<file path="config.mk">
export PLATFORM = sky130hd
export DESIGN_NAME = lamp_pwm
export DESIGN_NICKNAME = d
export VERILOG_FILES = /design/src/hdl/lamp_pwm_pkg.sv /design/src/hdl/input_deglitch.sv /design/src/hdl/pwm_channel.sv /design/src/hdl/lamp_pwm.sv
export SDC_FILE = /design/constraint.sdc
export NUM_CORES = 1
export LEC_CHECK = 0
export ABC_AREA = 1
export BUFFER_PORTS_ARGS = -buffer_cell sky130_fd_sc_hd__clkbuf_2
export CAP_MARGIN = 20
export CORE_MARGIN = 5
export CORE_UTILIZATION = 25
export CTS_BUF_LIST = sky130_fd_sc_hd__clkbuf_8
export DETAILED_ROUTE_END_ITERATION = 8
export PLACE_DENSITY_LB_ADDON = 0.25
export SLEW_MARGIN = 25
export SYNTH_ARGS = -nofsm -noshare
export SYNTH_HDL_FRONTEND = slang
export SYNTH_SLANG_ARGS = --single-unit
</file>
<file path="constraint.sdc">
create_clock -name clk_i -period 2.5 [get_ports clk_i]
set_input_delay 0.125 -clock clk_i [delete_from_list [all_inputs] [get_ports clk_i]]
set_output_delay 0.125 -clock clk_i [all_outputs]
set_load 0.05 [all_outputs]
</file>
<file path="src/hdl/lamp_pwm_pkg.sv">
// Constants and types shared by the lamp dimming PWM block
package lamp_pwm_pkg;
  localparam int          CHANNELS        = 6;
  localparam int          INTERNAL_CHANS  = 5;
  localparam int          INPUT_CHANS     = 4;
  localparam int          DEGLITCH_CYCLES = 16;
  localparam int          WORD_WIDTH      = 11;
  localparam int          WORD_ON_BIT     = 8;
  localparam int          WORD_PHASE_LSB  = 9;
  localparam logic [7:0]  DUTY_RESET      = 8'h00;
  localparam logic [7:0]  DUTY_FULL       = 8'hff;
  localparam logic [7:0]  DUTY_INTERP_LOW = 8'hf7;
  localparam logic [7:0]  DUTY_MIN        = 8'h00;
  localparam logic [7:0]  PERIOD_LAST     = 8'hff;
  localparam logic [7:0]  STEP_4          = 8'h04;
  localparam logic [7:0]  STEP_8          = 8'h08;
  localparam logic [7:0]  STEP_16         = 8'h10;
  localparam logic [1:0]  DIV4_LAST       = 2'h3;
  localparam logic [1:0]  DIV2_LAST       = 2'h1;
  localparam logic [1:0]  DIV1_LAST       = 2'h0;
  localparam logic [1:0]  PHASE_RESET     = 2'h0;
  localparam logic [5:0]  PHASE_PAD       = 6'h00;

  typedef enum logic [1:0]
  {
    DIV_BY_4 = 2'b00,
    DIV_BY_2 = 2'b01,
    DIV_BY_1 = 2'b10,
    DIV_BY_1_ALT = 2'b11
  } divider_type;

  typedef enum logic [1:0]
  {
    GATE_NONE = 2'b00,
    GATE_LO   = 2'b01,
    GATE_HI   = 2'b10,
    GATE_SWAP = 2'b11
  } gating_mode_type;
endpackage

</file>
<file path="src/hdl/input_deglitch.sv">
// Two-stage synchroniser and stability filter for one control pin
`timescale 1ns/1ps
module input_deglitch
#(
  parameter int STABLE_CYCLES = 16
)
(
  input  wire logic clk_i,
  input  wire logic reset_i,
  input  wire logic pin_i,
  output logic      filtered_o
);
  localparam int CW = $clog2(STABLE_CYCLES + 1);
  localparam logic [CW-1:0] COUNT_LAST = CW'(STABLE_CYCLES - 1);

  logic          sync_a;
  logic          sync_b;
  logic [CW-1:0] count;

  generate
    if (STABLE_CYCLES < 1)
    begin : g_bad
      $error("STABLE_CYCLES must be at least 1");
    end
  endgenerate

  always_ff @(posedge clk_i)
  begin
    if (reset_i)
    begin
      sync_a <= 1'b0;
      sync_b <= 1'b0;
    end
    else
    begin
      sync_a <= pin_i;
      sync_b <= sync_a;
    end
  end

  // Accept a new level only after it held steady
  always_ff @(posedge clk_i)
  begin
    if (reset_i)
    begin
      count      <= '0;
      filtered_o <= 1'b0;
    end
    else if (sync_b == filtered_o)
      count <= '0;
    else if (count == COUNT_LAST)
    begin
      count      <= '0;
      filtered_o <= sync_b;
    end
    else
      count <= count + CW'(1);
  end
endmodule

</file>
<file path="src/hdl/pwm_channel.sv">
// One PWM channel: prescaler, phased period counter, duty shadow, interpolation
`timescale 1ns/1ps
module pwm_channel
(
  input  wire logic       clk_i,
  input  wire logic       reset_i,
  input  wire logic       ref_tick_i,
  input  wire logic       counter_reset_i,
  input  wire logic       drive_i,
  input  wire logic [7:0] duty_i,
  input  wire logic       interp_enable_i,
  input  wire logic [1:0] divider_select_i,
  input  wire logic [1:0] phase_i,
  output logic            pwm_o
);
  import lamp_pwm_pkg::*;

  logic [1:0] div_cnt;
  logic [1:0] div_last;
  logic       step;
  logic [7:0] cnt;
  logic [7:0] phased;
  logic       period_start;
  logic [7:0] shadow;
  logic       started;
  logic [2:0] frame;
  logic [7:0] low_slots;
  logic [7:0] eff_duty;

  always_comb
  begin
    case (divider_select_i)
      DIV_BY_4: div_last = DIV4_LAST;
      DIV_BY_2: div_last = DIV2_LAST;
      default:  div_last = DIV1_LAST;
    endcase
  end

  assign step         = ref_tick_i && (div_cnt >= div_last);
  assign phased       = cnt + {phase_i, PHASE_PAD};
  assign period_start = step && (phased == PERIOD_LAST);
  assign low_slots    = DUTY_FULL - shadow;

  always_ff @(posedge clk_i)
  begin
    if (reset_i || counter_reset_i)
      div_cnt <= 2'h0;
    else if (step)
      div_cnt <= 2'h0;
    else if (ref_tick_i)
      div_cnt <= div_cnt + 2'h1;
  end

  always_ff @(posedge clk_i)
  begin
    if (reset_i || counter_reset_i)
      cnt <= 8'h00;
    else if (step)
      cnt <= cnt + 8'h01;
  end

  // Full duty starts at once, lower duty waits for the next period
  always_ff @(posedge clk_i)
  begin
    if (reset_i || !drive_i)
      started <= 1'b0;
    else if (duty_i == DUTY_FULL || period_start)
      started <= 1'b1;
  end

  always_ff @(posedge clk_i)
  begin
    if (reset_i)
      shadow <= DUTY_RESET;
    else if (duty_i == DUTY_FULL || period_start || !started)
      shadow <= duty_i;
  end

  always_ff @(posedge clk_i)
  begin
    if (reset_i || counter_reset_i)
      frame <= 3'h0;
    else if (period_start)
      frame <= frame + 3'h1;
  end

  // Slots take the low code in bit-reversed order of the frame index
  always_comb
  begin
    eff_duty = shadow;
    if (interp_enable_i && shadow > DUTY_INTERP_LOW && shadow != DUTY_FULL)
    begin
      if ({5'h00, frame[0], frame[1], frame[2]} < low_slots)
        eff_duty = DUTY_INTERP_LOW;
      else
        eff_duty = DUTY_FULL;
    end
  end

  always_ff @(posedge clk_i)
  begin
    if (reset_i)
      pwm_o <= 1'b0;
    else
      pwm_o <= drive_i && started && (eff_duty == DUTY_FULL || phased <= eff_duty);
  end
endmodule

</file>
<file path="src/hdl/lamp_pwm.sv">
// Multichannel lamp dimming PWM: duty registers, gating logic and mode selection
//
// Behaviour
// - Partial duty applies at next period start
// - Phase sync write resets all PWM counters
// - Divider code selects divide by 4, 2, 1
// - Eight-period pattern interpolates codes F8 to FE
// - No modulation in Fail or clock failure
// - Shared select picks own or global duty
// - Global duty comes from global duty input
// - On bit, gating mode, input combine per table
// - Global channels keep own phase, divider, interpolation
// - Increment write steps five internal channels only
// - Direction bit zero subtracts, one adds
// - Step size codes give 0, 4, 8, 16
// - Stepping saturates at 00 and FF
// - Interpolation enable per internal channel, not external
// - Fail mode: inputs drive 1-4, 5-6 off
// - Normal: 5-6 on bits; rise starts window
// - Control inputs pass a deglitch filter
// - Full duty, off, phase, divider act immediately
// - Channel word carries phase, on, duty
// - Failed reference clock gives full duty
`timescale 1ns/1ps
module lamp_pwm
#(
  parameter int DEGLITCH_CYCLES = lamp_pwm_pkg::DEGLITCH_CYCLES
)
(
  input  wire logic                                            clk_i,
  input  wire logic                                            reset_i,
  input  wire logic                                            ref_clk_i,
  input  wire logic                                            ref_clock_failed_i,
  input  wire logic                                            fail_mode_i,
  input  wire logic [lamp_pwm_pkg::CHANNELS-1:0]               chan_wr_i,
  input  wire logic [lamp_pwm_pkg::WORD_WIDTH-1:0]             chan_data_i,
  input  wire logic                                            init2_wr_i,
  input  wire logic                                            counter_phase_sync_i,
  input  wire logic [lamp_pwm_pkg::CHANNELS-1:0]               shared_duty_select_i,
  input  wire logic [7:0]                                      global_duty_i,
  input  wire logic [2*lamp_pwm_pkg::CHANNELS-1:0]             clock_divider_select_i,
  input  wire logic [lamp_pwm_pkg::INTERNAL_CHANS-1:0]         frame_interpolation_enable_i,
  input  wire logic [2*lamp_pwm_pkg::INPUT_CHANS-1:0]          input_gating_mode_i,
  input  wire logic                                            inc_wr_i,
  input  wire logic                                            step_direction_i,
  input  wire logic [2*lamp_pwm_pkg::INTERNAL_CHANS-1:0]       step_size_i,
  input  wire logic [lamp_pwm_pkg::INPUT_CHANS-1:0]            direct_control_input_i,
  input  wire logic [lamp_pwm_pkg::INPUT_CHANS-1:0]            fail_window_control_i,
  output logic      [lamp_pwm_pkg::CHANNELS-1:0]               channel_drive_o,
  output logic      [lamp_pwm_pkg::CHANNELS-1:0]               lamp_out_o,
  output logic      [lamp_pwm_pkg::INTERNAL_CHANS-1:0]         window_start_o
);
  import lamp_pwm_pkg::*;

  logic [7:0]                own_duty [CHANNELS];
  logic [1:0]                phase    [CHANNELS];
  logic [CHANNELS-1:0]       ch_on;
  logic [CHANNELS-1:0]       drive;
  logic [CHANNELS-1:0]       pwm;
  logic [CHANNELS-1:0]       drive_prev;
  logic [INPUT_CHANS-1:0]    filtered_input;
  logic [INPUT_CHANS-1:0]    fwc_prev;
  logic                      ref_sync_a;
  logic                      ref_sync_b;
  logic                      ref_sync_c;
  logic                      ref_tick;
  logic                      counter_reset;

  generate
    if (DEGLITCH_CYCLES < 1)
    begin : g_bad
      $error("DEGLITCH_CYCLES must be at least 1");
    end
  endgenerate

  // Saturating step of one duty value
  function automatic logic [7:0] step_duty(input logic [7:0] duty, input logic [1:0] size, input logic up);
    logic [7:0] amount;
    logic [8:0] sum;
    amount = 8'h00;
    sum    = 9'h000;
    case (size)
      2'b01:   amount = STEP_4;
      2'b10:   amount = STEP_8;
      2'b11:   amount = STEP_16;
      default: amount = 8'h00;
    endcase
    if (up)
    begin
      sum = {1'b0, duty} + {1'b0, amount};
      step_duty = sum[8] ? DUTY_FULL : sum[7:0];
    end
    else
      step_duty = (duty < amount) ? DUTY_MIN : duty - amount;
  endfunction

  // Reference clock pin sampled into this domain
  always_ff @(posedge clk_i)
  begin
    if (reset_i)
    begin
      ref_sync_a <= 1'b0;
      ref_sync_b <= 1'b0;
      ref_sync_c <= 1'b0;
    end
    else
    begin
      ref_sync_a <= ref_clk_i;
      ref_sync_b <= ref_sync_a;
      ref_sync_c <= ref_sync_b;
    end
  end

  assign ref_tick      = ref_sync_b && !ref_sync_c;
  assign counter_reset = init2_wr_i && counter_phase_sync_i;

  genvar i;
  generate
    for (i = 0; i < CHANNELS; i++)
    begin : g_chan
      logic [7:0] sel_duty;
      logic       use_global;
      logic       interp_en;

      always_ff @(posedge clk_i)
      begin
        if (reset_i)
        begin
          own_duty[i] <= DUTY_RESET;
          ch_on[i]    <= 1'b0;
          phase[i]    <= PHASE_RESET;
        end
        else if (chan_wr_i[i])
        begin
          phase[i]    <= chan_data_i[WORD_PHASE_LSB +: 2];
          ch_on[i]    <= chan_data_i[WORD_ON_BIT];
          own_duty[i] <= chan_data_i[7:0];
        end
        else if (inc_wr_i && i < INTERNAL_CHANS)
          own_duty[i] <= step_duty(own_duty[i], step_size_i[2*(i%INTERNAL_CHANS) +: 2], step_direction_i);
      end

      if (i < INPUT_CHANS)
      begin : g_input
        gating_mode_type mode;

        input_deglitch
        #(
          .STABLE_CYCLES (DEGLITCH_CYCLES)
        )
        u_deglitch
        (
          .clk_i      (clk_i),
          .reset_i    (reset_i),
          .pin_i      (direct_control_input_i[i]),
          .filtered_o (filtered_input[i])
        );

        assign mode = gating_mode_type'(input_gating_mode_i[2*i +: 2]);

        always_comb
        begin
          use_global = shared_duty_select_i[i];
          if (fail_mode_i)
            drive[i] = filtered_input[i];
          else if (!ch_on[i])
            drive[i] = 1'b0;
          else
          begin
            case (mode)
              GATE_NONE: drive[i] = 1'b1;
              GATE_LO:   drive[i] = filtered_input[i];
              GATE_HI:   drive[i] = filtered_input[i];
              GATE_SWAP:
              begin
                drive[i]   = 1'b1;
                use_global = shared_duty_select_i[i] ^ filtered_input[i];
              end
              default:   drive[i] = 1'b0;
            endcase
          end
        end
      end
      else
      begin : g_plain
        always_comb
        begin
          use_global = shared_duty_select_i[i];
          drive[i]   = ch_on[i] && !fail_mode_i;
        end
      end

      assign sel_duty  = use_global ? global_duty_i : own_duty[i];
      assign interp_en = (i < INTERNAL_CHANS) ? frame_interpolation_enable_i[i % INTERNAL_CHANS] : 1'b0;

      pwm_channel u_channel
      (
        .clk_i            (clk_i),
        .reset_i          (reset_i),
        .ref_tick_i       (ref_tick),
        .counter_reset_i  (counter_reset),
        .drive_i          (drive[i]),
        .duty_i           (sel_duty),
        .interp_enable_i  (interp_en),
        .divider_select_i (clock_divider_select_i[2*i +: 2]),
        .phase_i          (phase[i]),
        .pwm_o            (pwm[i])
      );

      // Output selection by operating mode
      always_ff @(posedge clk_i)
      begin
        if (reset_i)
          lamp_out_o[i] <= 1'b0;
        else if (fail_mode_i)
          lamp_out_o[i] <= drive[i];
        else if (ref_clock_failed_i)
          lamp_out_o[i] <= drive[i];
        else
          lamp_out_o[i] <= pwm[i];
      end
    end
  endgenerate

  always_ff @(posedge clk_i)
  begin
    if (reset_i)
    begin
      drive_prev      <= '0;
      channel_drive_o <= '0;
      fwc_prev        <= '0;
    end
    else
    begin
      drive_prev      <= drive;
      channel_drive_o <= drive;
      fwc_prev        <= fail_window_control_i;
    end
  end

  // Overcurrent window starts
  always_ff @(posedge clk_i)
  begin
    if (reset_i)
      window_start_o <= '0;
    else if (fail_mode_i)
      window_start_o <= {1'b0, fail_window_control_i & ~fwc_prev};
    else
      window_start_o <= drive[INTERNAL_CHANS-1:0] & ~drive_prev[INTERNAL_CHANS-1:0];
  end
endmodule

</file>
==> results of run 1 <==
-- path summary, 6_finish.rpt --
kind / from / endpoint / slack [ns] / depth (start not counted)
hold reg to reg: drive_prev[4] / window_start_o[4] / 0.40 / 1
setup reg to reg: own_duty[1][4] / own_duty[1][1] / 0.23 / 8
hold / removal: global_duty_i[3] / g_chan[3].u_channel.shadow[3] / 0.05 / 7
setup / recovery: own_duty[1][4] / own_duty[1][1] / 0.23 / 8
-- flip-flops by register name (all words and copies together), names as in the netlist, 4 cells and up --
register / flops
ch_on: 6
g_chan.u_channel.started: 6
phase: 12
lamp_out_o: 6
g_chan.g_input.u_deglitch.count: 20
own_duty: 48
g_chan.g_input.u_deglitch.sync_a: 4
drive_prev: 6
g_chan.u_channel.div_cnt: 12
g_chan.g_input.u_deglitch.sync_b: 4
g_chan.u_channel.frame: 15
fwc_prev: 4
g_chan.g_input.u_deglitch.filtered_o: 4
g_chan.u_channel.shadow: 48
window_start_o: 5
g_chan.u_channel.cnt: 48
g_chan.u_channel.pwm_o: 6
-- cell families after synthesis --
logic type      synth area share, %
compound gates                 10.5
xor+xnor                       3.36
fa+ha+maj                      11.6
buf+inv                        10.2
flops                          36.7
mux                          0.0640
simple gates                   27.5
-- cell usage in the layout (no fill, tap or decap), drive strengths merged, types with 60 or more instances in the layout --
cell	netlist	layout
nand4	62	62
ha	129	129
dfxtp	197	197
nor2	287	287
nand3	99	99
edfxtp	60	60
inv	365	387
a21oi	106	106
clkbuf	20	159
o21ai	150	150
nand2	451	451
-- routing by layer --
layer / routed length, um / up-vias / GRT usage (%) / part of all wire [%]
met1: 21400 / 6250 / 17.7 / 47
met3: 2320 / 91 / 2.90 / 5.1
met2: 19900 / 281 / 21.2 / 44
met4: 1700 / 2 / 5.17 / 3.7
met5: 13 / - / 0 / 0.029
li1: - / 7189 / - / -
-- worst reg2reg max path, delay by kind of cell, from the launching register on --
| family | cells | cell delay [ns] |
|---|---|---|
| DFF | 1 | 0.42 |
| AOI/OAI and AO/OA | 2 | 0.48 |
| buffers and inverters | 1 | 0.15 |
| and+or+nand+nor | 4 | 0.56 |
| adders and majority gates | 1 | 0.34 |
-- timing repair --
action / in CTS / in global routing
hold buffers: 42 / 0
resized for setup: 0 / 3
endpoints found under the hold margin: 79 / 0
buffers inserted: 0 / 0
endpoints found under the setup margin: 0 / 4
-- power groups by stage --
stage          logic (mW)  clock network (mW)  registers [mW]
5_1_grt              1.81                4.85            4.60
4_1_cts              1.60                4.70            4.58
3_3_place_gp         1.52                   0            4.66
3_5_place_dp         1.53                   0            4.67
2_1_floorplan        1.01                   0            4.66
6_report             1.58                4.51            4.58
-- cell type report --
type	count	area, sq um
clock buffers	60	826
repair buffers	169	1140
clock inverters	31	226
well taps	837	1050
diodes	3	7.51
multi-input cells	1459	8310
fillers	6701	43100
flip-flops and latches	257	5750
inverters	369	1390
==> flow_summary_export.csv, run 1 <==
group,metric,value,unit
status,outcome,"finished, final reports clean",
power,p_leak,8.68,nW
sta,rsz0062_at_grt,"false",
sta,slew_viol_final,0,
synth,synth.most_common_cell,"nand2_1",
worst_setup_path,worstPathMaxFanout,5,
floorplanning,die_h,260,um
routing,viasPerCell,4.34,
global_routing,grt_pass1_vias,13500,
synth,ys_top_cells_by_area,"dfxtp_1, edfxtp_1, ha_1",
synth,synth_cell_types,45,
final_layout,drive_gt1_share,12.5,%
synth,syn_nets,2347,
clock_network,cts_made_buffers,49,
power,p_per_area,571,nW/um^2
clock_network,clockRootBuffer,"clkbuf_8",
sta,hold_violations,0,
worst_setup_path,crit_path_start_kind,"flip-flop",
place,dp.cells,3049,
place,dpl_cell_area,17200,sq um
worst_setup_path,cp-end-kind,"flip-flop",
floorplanning,dieArea,67700,sq um
place,place_ws,0.0572,ns
worst_hold_path,hold_class,"input pin to flip-flop",
sta,skew,0.0449,ns
clock_network,clkLatencyLatePin,0.66,ns
synth,yosys.area.top_type_share,25.2,%
clock_network,clkSlewWorstSetupHoldPaths,0.06,ns
floorplanning,core_area,61800,sq um
routing,first_pass_iters,5,
place,hpwl,35000,um
power,pwr-share-comb,14.8,%
sta,hold_slack,0.0524,ns
run,cap_violations,0,
global_routing,grt_usage,13.3,%
global_routing,antenna_found_initial,4,
place,place.gp.congestion,0.873,
sta,finalCritPeriodShare,90.9,%
synth,synth_edf_count,60,
floorplanning,num_rows,91,
clock_network,h-tree-depth,2,
routing,wl_per_cell,14.2,um
final_layout,fin_nets,2527,
power,switching_share,29.6,%
sta,fin_crit,2.27,ns
worst_setup_path,cp.required,2.80,ns
sta,tightest_slew,0.837,ns
routing,drt-initial-drc-count,747,
global_routing,grt_overflow_total,0,
worst_setup_path,cp_slowest_stage_delay,0.42,ns
final_layout,design_area,18700,sq um
final_layout,fin_cells,3185,
synth,syn_area,15600,sq um
power,power.sequential.fraction,42.9,%
floorplanning,io_pins,100,
routing,ant_nets,0,
routing,drc,0,
floorplanning,die_x,260,um
synth,synth_area_per_cell,7.36,sq um
power,vdd_ir_drop_max,0.314,mV
power,p_int,7.51,mW
routing,routed_wl,45300,um
sta,relSlewSlack,43.6,%
power,switchingPower,3.16,mW
worst_setup_path,cp_common_cell,"nand2_1",
clock_network,cts_tree,"done",
synth,synthFlopType,"dfxtp_1",
synth,yosysWarnings,0,
global_routing,grt_pass1_wl,72300,um
sta,max_freq,0.440,GHz
synth,syn_inst,2125,
place,port_buffers,99,
synth,synth_seq_cells,257,
clock_network,clk_path_buf_depth,3,
sta,fin_setup_tns,0,ns
power,power.total,10.7,mW
synth,ys_seq_area_share,36.7,%
floorplanning,initial_core_util,25.3,%
worst_setup_path,cp_num_buf_inv,1,
final_layout,area_delta_synth_final,19.5,%
sta,finalSetupViolCount,0,
global_routing,grt_max_degree,43,
clock_network,clock-sinks,257,
power,clockPowerShare,42.2,%
worst_setup_path,cp_slowest_cell,"edfxtp_1",
worst_setup_path,arrival,2.57,ns
synth,async_reset_ff_share,0,%
final_layout,final_util,30.2,%
routing,vias,13800,
synth,yosysTopAreaCell,"dfxtp_1",
worst_setup_path,crit_chain,"ha_1, inv_1, nand2_1, a21oi_1, nand2_1, nor2_2, nand2_1, a21boi_0",
worst_setup_path,crit_type,"flip-flop to flip-flop",
sta,layout_setup_ws,0.228,ns
worst_setup_path,path_delay_family,"simple AND/OR/NAND/NOR gates",
synth,synth_commonest_cells,"nand2_1, inv_1, nor2_1",
No activity file was read; power rests on OpenSTA's default activity.
==> inputs of run 2 (changes only) <==
--- a/config.mk
+++ b/config.mk
@@ -12,6 +12,7 @@
 export CORE_UTILIZATION = 25
 export CTS_BUF_LIST = sky130_fd_sc_hd__clkbuf_8
 export DETAILED_ROUTE_END_ITERATION = 8
+export MAX_ROUTING_LAYER = met4
 export PLACE_DENSITY_LB_ADDON = 0.25
 export SLEW_MARGIN = 25
 export SYNTH_ARGS = -nofsm -noshare
==> run 2 against run 1 <==
  * Power grew 0.63%
  * Clock power grew 1%
  * Maximum frequency shrank 2.5%
  * Sequential power is essentially flat
  * Critical path depth is the same
  * Final cell count shrank 0.16%
  * Worst hold slack gained 0.0085 ns
  * Clock-buffer cell count shrank 4
==> flow_summary_export.csv, run 2 (same netlist as run 1, synthesis figures left out) <==
group,metric,value,unit
worst_setup_path,cp.required,2.80,ns
floorplanning,die_x,260,um
global_routing,met3_usage,2.35,%
global_routing,grt_max_degree,36,
clock_network,clock-sinks,257,
clock_network,cts_setup_buffers,0,
floorplanning,core_area,61800,sq um
routing,viasPerCell,4.37,
routing,routed_wl,45200,um
worst_setup_path,cp-end-kind,"flip-flop",
place,dp.cells,3051,
global_routing,gr-usage-met1,18.0,%
floorplanning,num_rows,91,
routing,wl_per_cell,14.2,um
power,power.sequential.fraction,42.7,%
clock_network,cts_tree,"done",
place,port_buffers,99,
global_routing,grt_usage,13.7,%
clock_network,clkSlewWorstSetupHoldPaths,0.06,ns
final_layout,area_delta_synth_final,19.4,%
clock_network,cts_made_buffers,50,
run,cap_violations,0,
sta,tightest_slew,0.832,ns
worst_hold_path,hold_start,"chan_data_i[8]",
clock_network,clk_path_buf_depth,3,
power,pwr-share-comb,14.7,%
floorplanning,dieArea,67700,sq um
global_routing,antenna_found_initial,3,
final_layout,final_common_cell,"nand2_1",
worst_hold_path,hold_class,"input pin to flip-flop",
power,clockPowerShare,42.6,%
sta,hold_slack,0.0609,ns
global_routing,grt_pass1_wl,72400,um
floorplanning,io_pins,100,
clock_network,clockRootBuffer,"clkbuf_8",
place,place.gp.congestion,0.879,
sta,fin_setup_tns,0,ns
sta,fin_crit,2.33,ns
power,p_leak,8.66,nW
routing,vias,13900,
global_routing,top_usage_layer,"met2",
power,p_int,7.60,mW
sta,hold_violations,0,
worst_setup_path,r2r_start,"own_duty[0][4]",
power,p_per_area,575,nW/um^2
clock_network,clkLatencyLatePin,0.67,ns
sta,relSlewSlack,44.0,%
worst_setup_path,critPathLaunch,"own_duty[0][4]",
worst_setup_path,crit_type,"flip-flop to flip-flop",
worst_setup_path,crit_path_start_kind,"flip-flop",
sta,slew_viol_final,0,
final_layout,layout_common_cells,"nand2_1, inv_1, nor2_1",
status,outcome,"finished, final reports clean",
global_routing,grt_overflow_total,0,
clock_network,h-tree-depth,2,
routing,first_pass_iters,7,
place,hpwl,35500,um
global_routing,grt_use_met2,21.7,%
final_layout,fin_nets,2528,
final_layout,top_regs,"g_chan.u_channel.cnt: 48 flops, g_chan.u_channel.shadow: 48 flops, own_duty: 48 flops",
routing,drc,0,
routing,ant_nets,0,
floorplanning,die_h,260,um
worst_setup_path,arrival,2.62,ns
sta,finalSetupViolCount,0,
place,place_ws,0.0139,ns
final_layout,drive_gt1_share,12.6,%
global_routing,grt_pass1_vias,13500,
power,vdd_ir_drop_max,0.364,mV
sta,max_freq,0.429,GHz
sta,finalCritPeriodShare,93.2,%
power,switchingPower,3.14,mW
worst_setup_path,worstPathMaxFanout,5,
sta,rsz0062_at_grt,"false",
final_layout,n_fill_cell,6687,
sta,layout_setup_ws,0.171,ns
routing,drt-initial-drc-count,753,
final_layout,final_util,30.2,%
floorplanning,initial_core_util,25.3,%
sta,skew,0.0527,ns
final_layout,fin_cells,3180,
power,switching_share,29.2,%
==> run 2: changes by cell type in the layout (fill, tap and decap cells not counted), sizes merged <==
cell         previous run  this run
buf                    28        30
bufinv                  3         5
clkbuf                159       155
clkinv                 10        11
clkinvlp                0         1
diode                   3         2
dlygate4sd3            42        40
inv                   387       383
==> run 2: worst paths after layout <==
kind                       end  slack [ns]  cells after the start
max reg2reg     own_duty[0][0]        0.17                      8
min reg2reg  window_start_o[4]        0.41                      1
min                   ch_on[0]        0.06                      3
max             own_duty[0][0]        0.17                      8
==> run 2: worst max-delay path: stages (launching register included) <==
cell and delay [ns]:
edfxtp_1 0.43, ha_1 0.34, inv_1 0.15, nand2_1 0.09
a21oi_1 0.19, nand2_1 0.11, nor2_1 0.26, nand2_1 0.15
a21boi_1 0.28
==> run 2: power groups by stage <==
stage	Sequential, mW	Combinational [mW]	Clock [mW]
6_report	4.58	1.58	4.57
5_1_grt	4.60	1.81	4.97
4_1_cts	4.58	1.59	4.76
3_5_place_dp	4.67	1.54	0
3_3_place_gp	4.67	1.52	0
2_1_floorplan	4.66	1.01	0
==> run 2: cell type report <==
class	count	area (sq um)	area share, %
sequential	257	5750	30.8
multi-input combinational	1459	8310	44.5
clock inverter	31	290	1.55
inverter	369	1390	7.42
tap	837	1050	5.61
antenna	2	5.00	0.0268
timing repair buffer	169	1120	6.00
clock buffer	56	771	4.13
==> run 2: stage by stage <==
step           power, mW  area, sq um
2_1_floorplan       5.66        15600
3_3_place_gp        6.19        17200
3_5_place_dp        6.21        17200
4_1_cts             10.9        18700
5_1_grt             11.4        18700
6_report            10.7        18700
==> run 2: repair_timing <==
| item | in CTS | in global routing |
|---|---|---|
| endpoints found under the hold margin | 88 | 0 |
| endpoints found under the setup margin | 0 | 5 |
| hold buffers | 40 | 0 |
| resized for setup | 0 | 4 |
==> run 2: metal layers <==
layer  part of all wire (%)  vias up  wire length, um
li1                       -     7203                -
met1                     47     6309            21400
met2                     45      309            20500
met3                    4.9       78             2210
met4                    2.4        0             1090
met5                      0        -                0
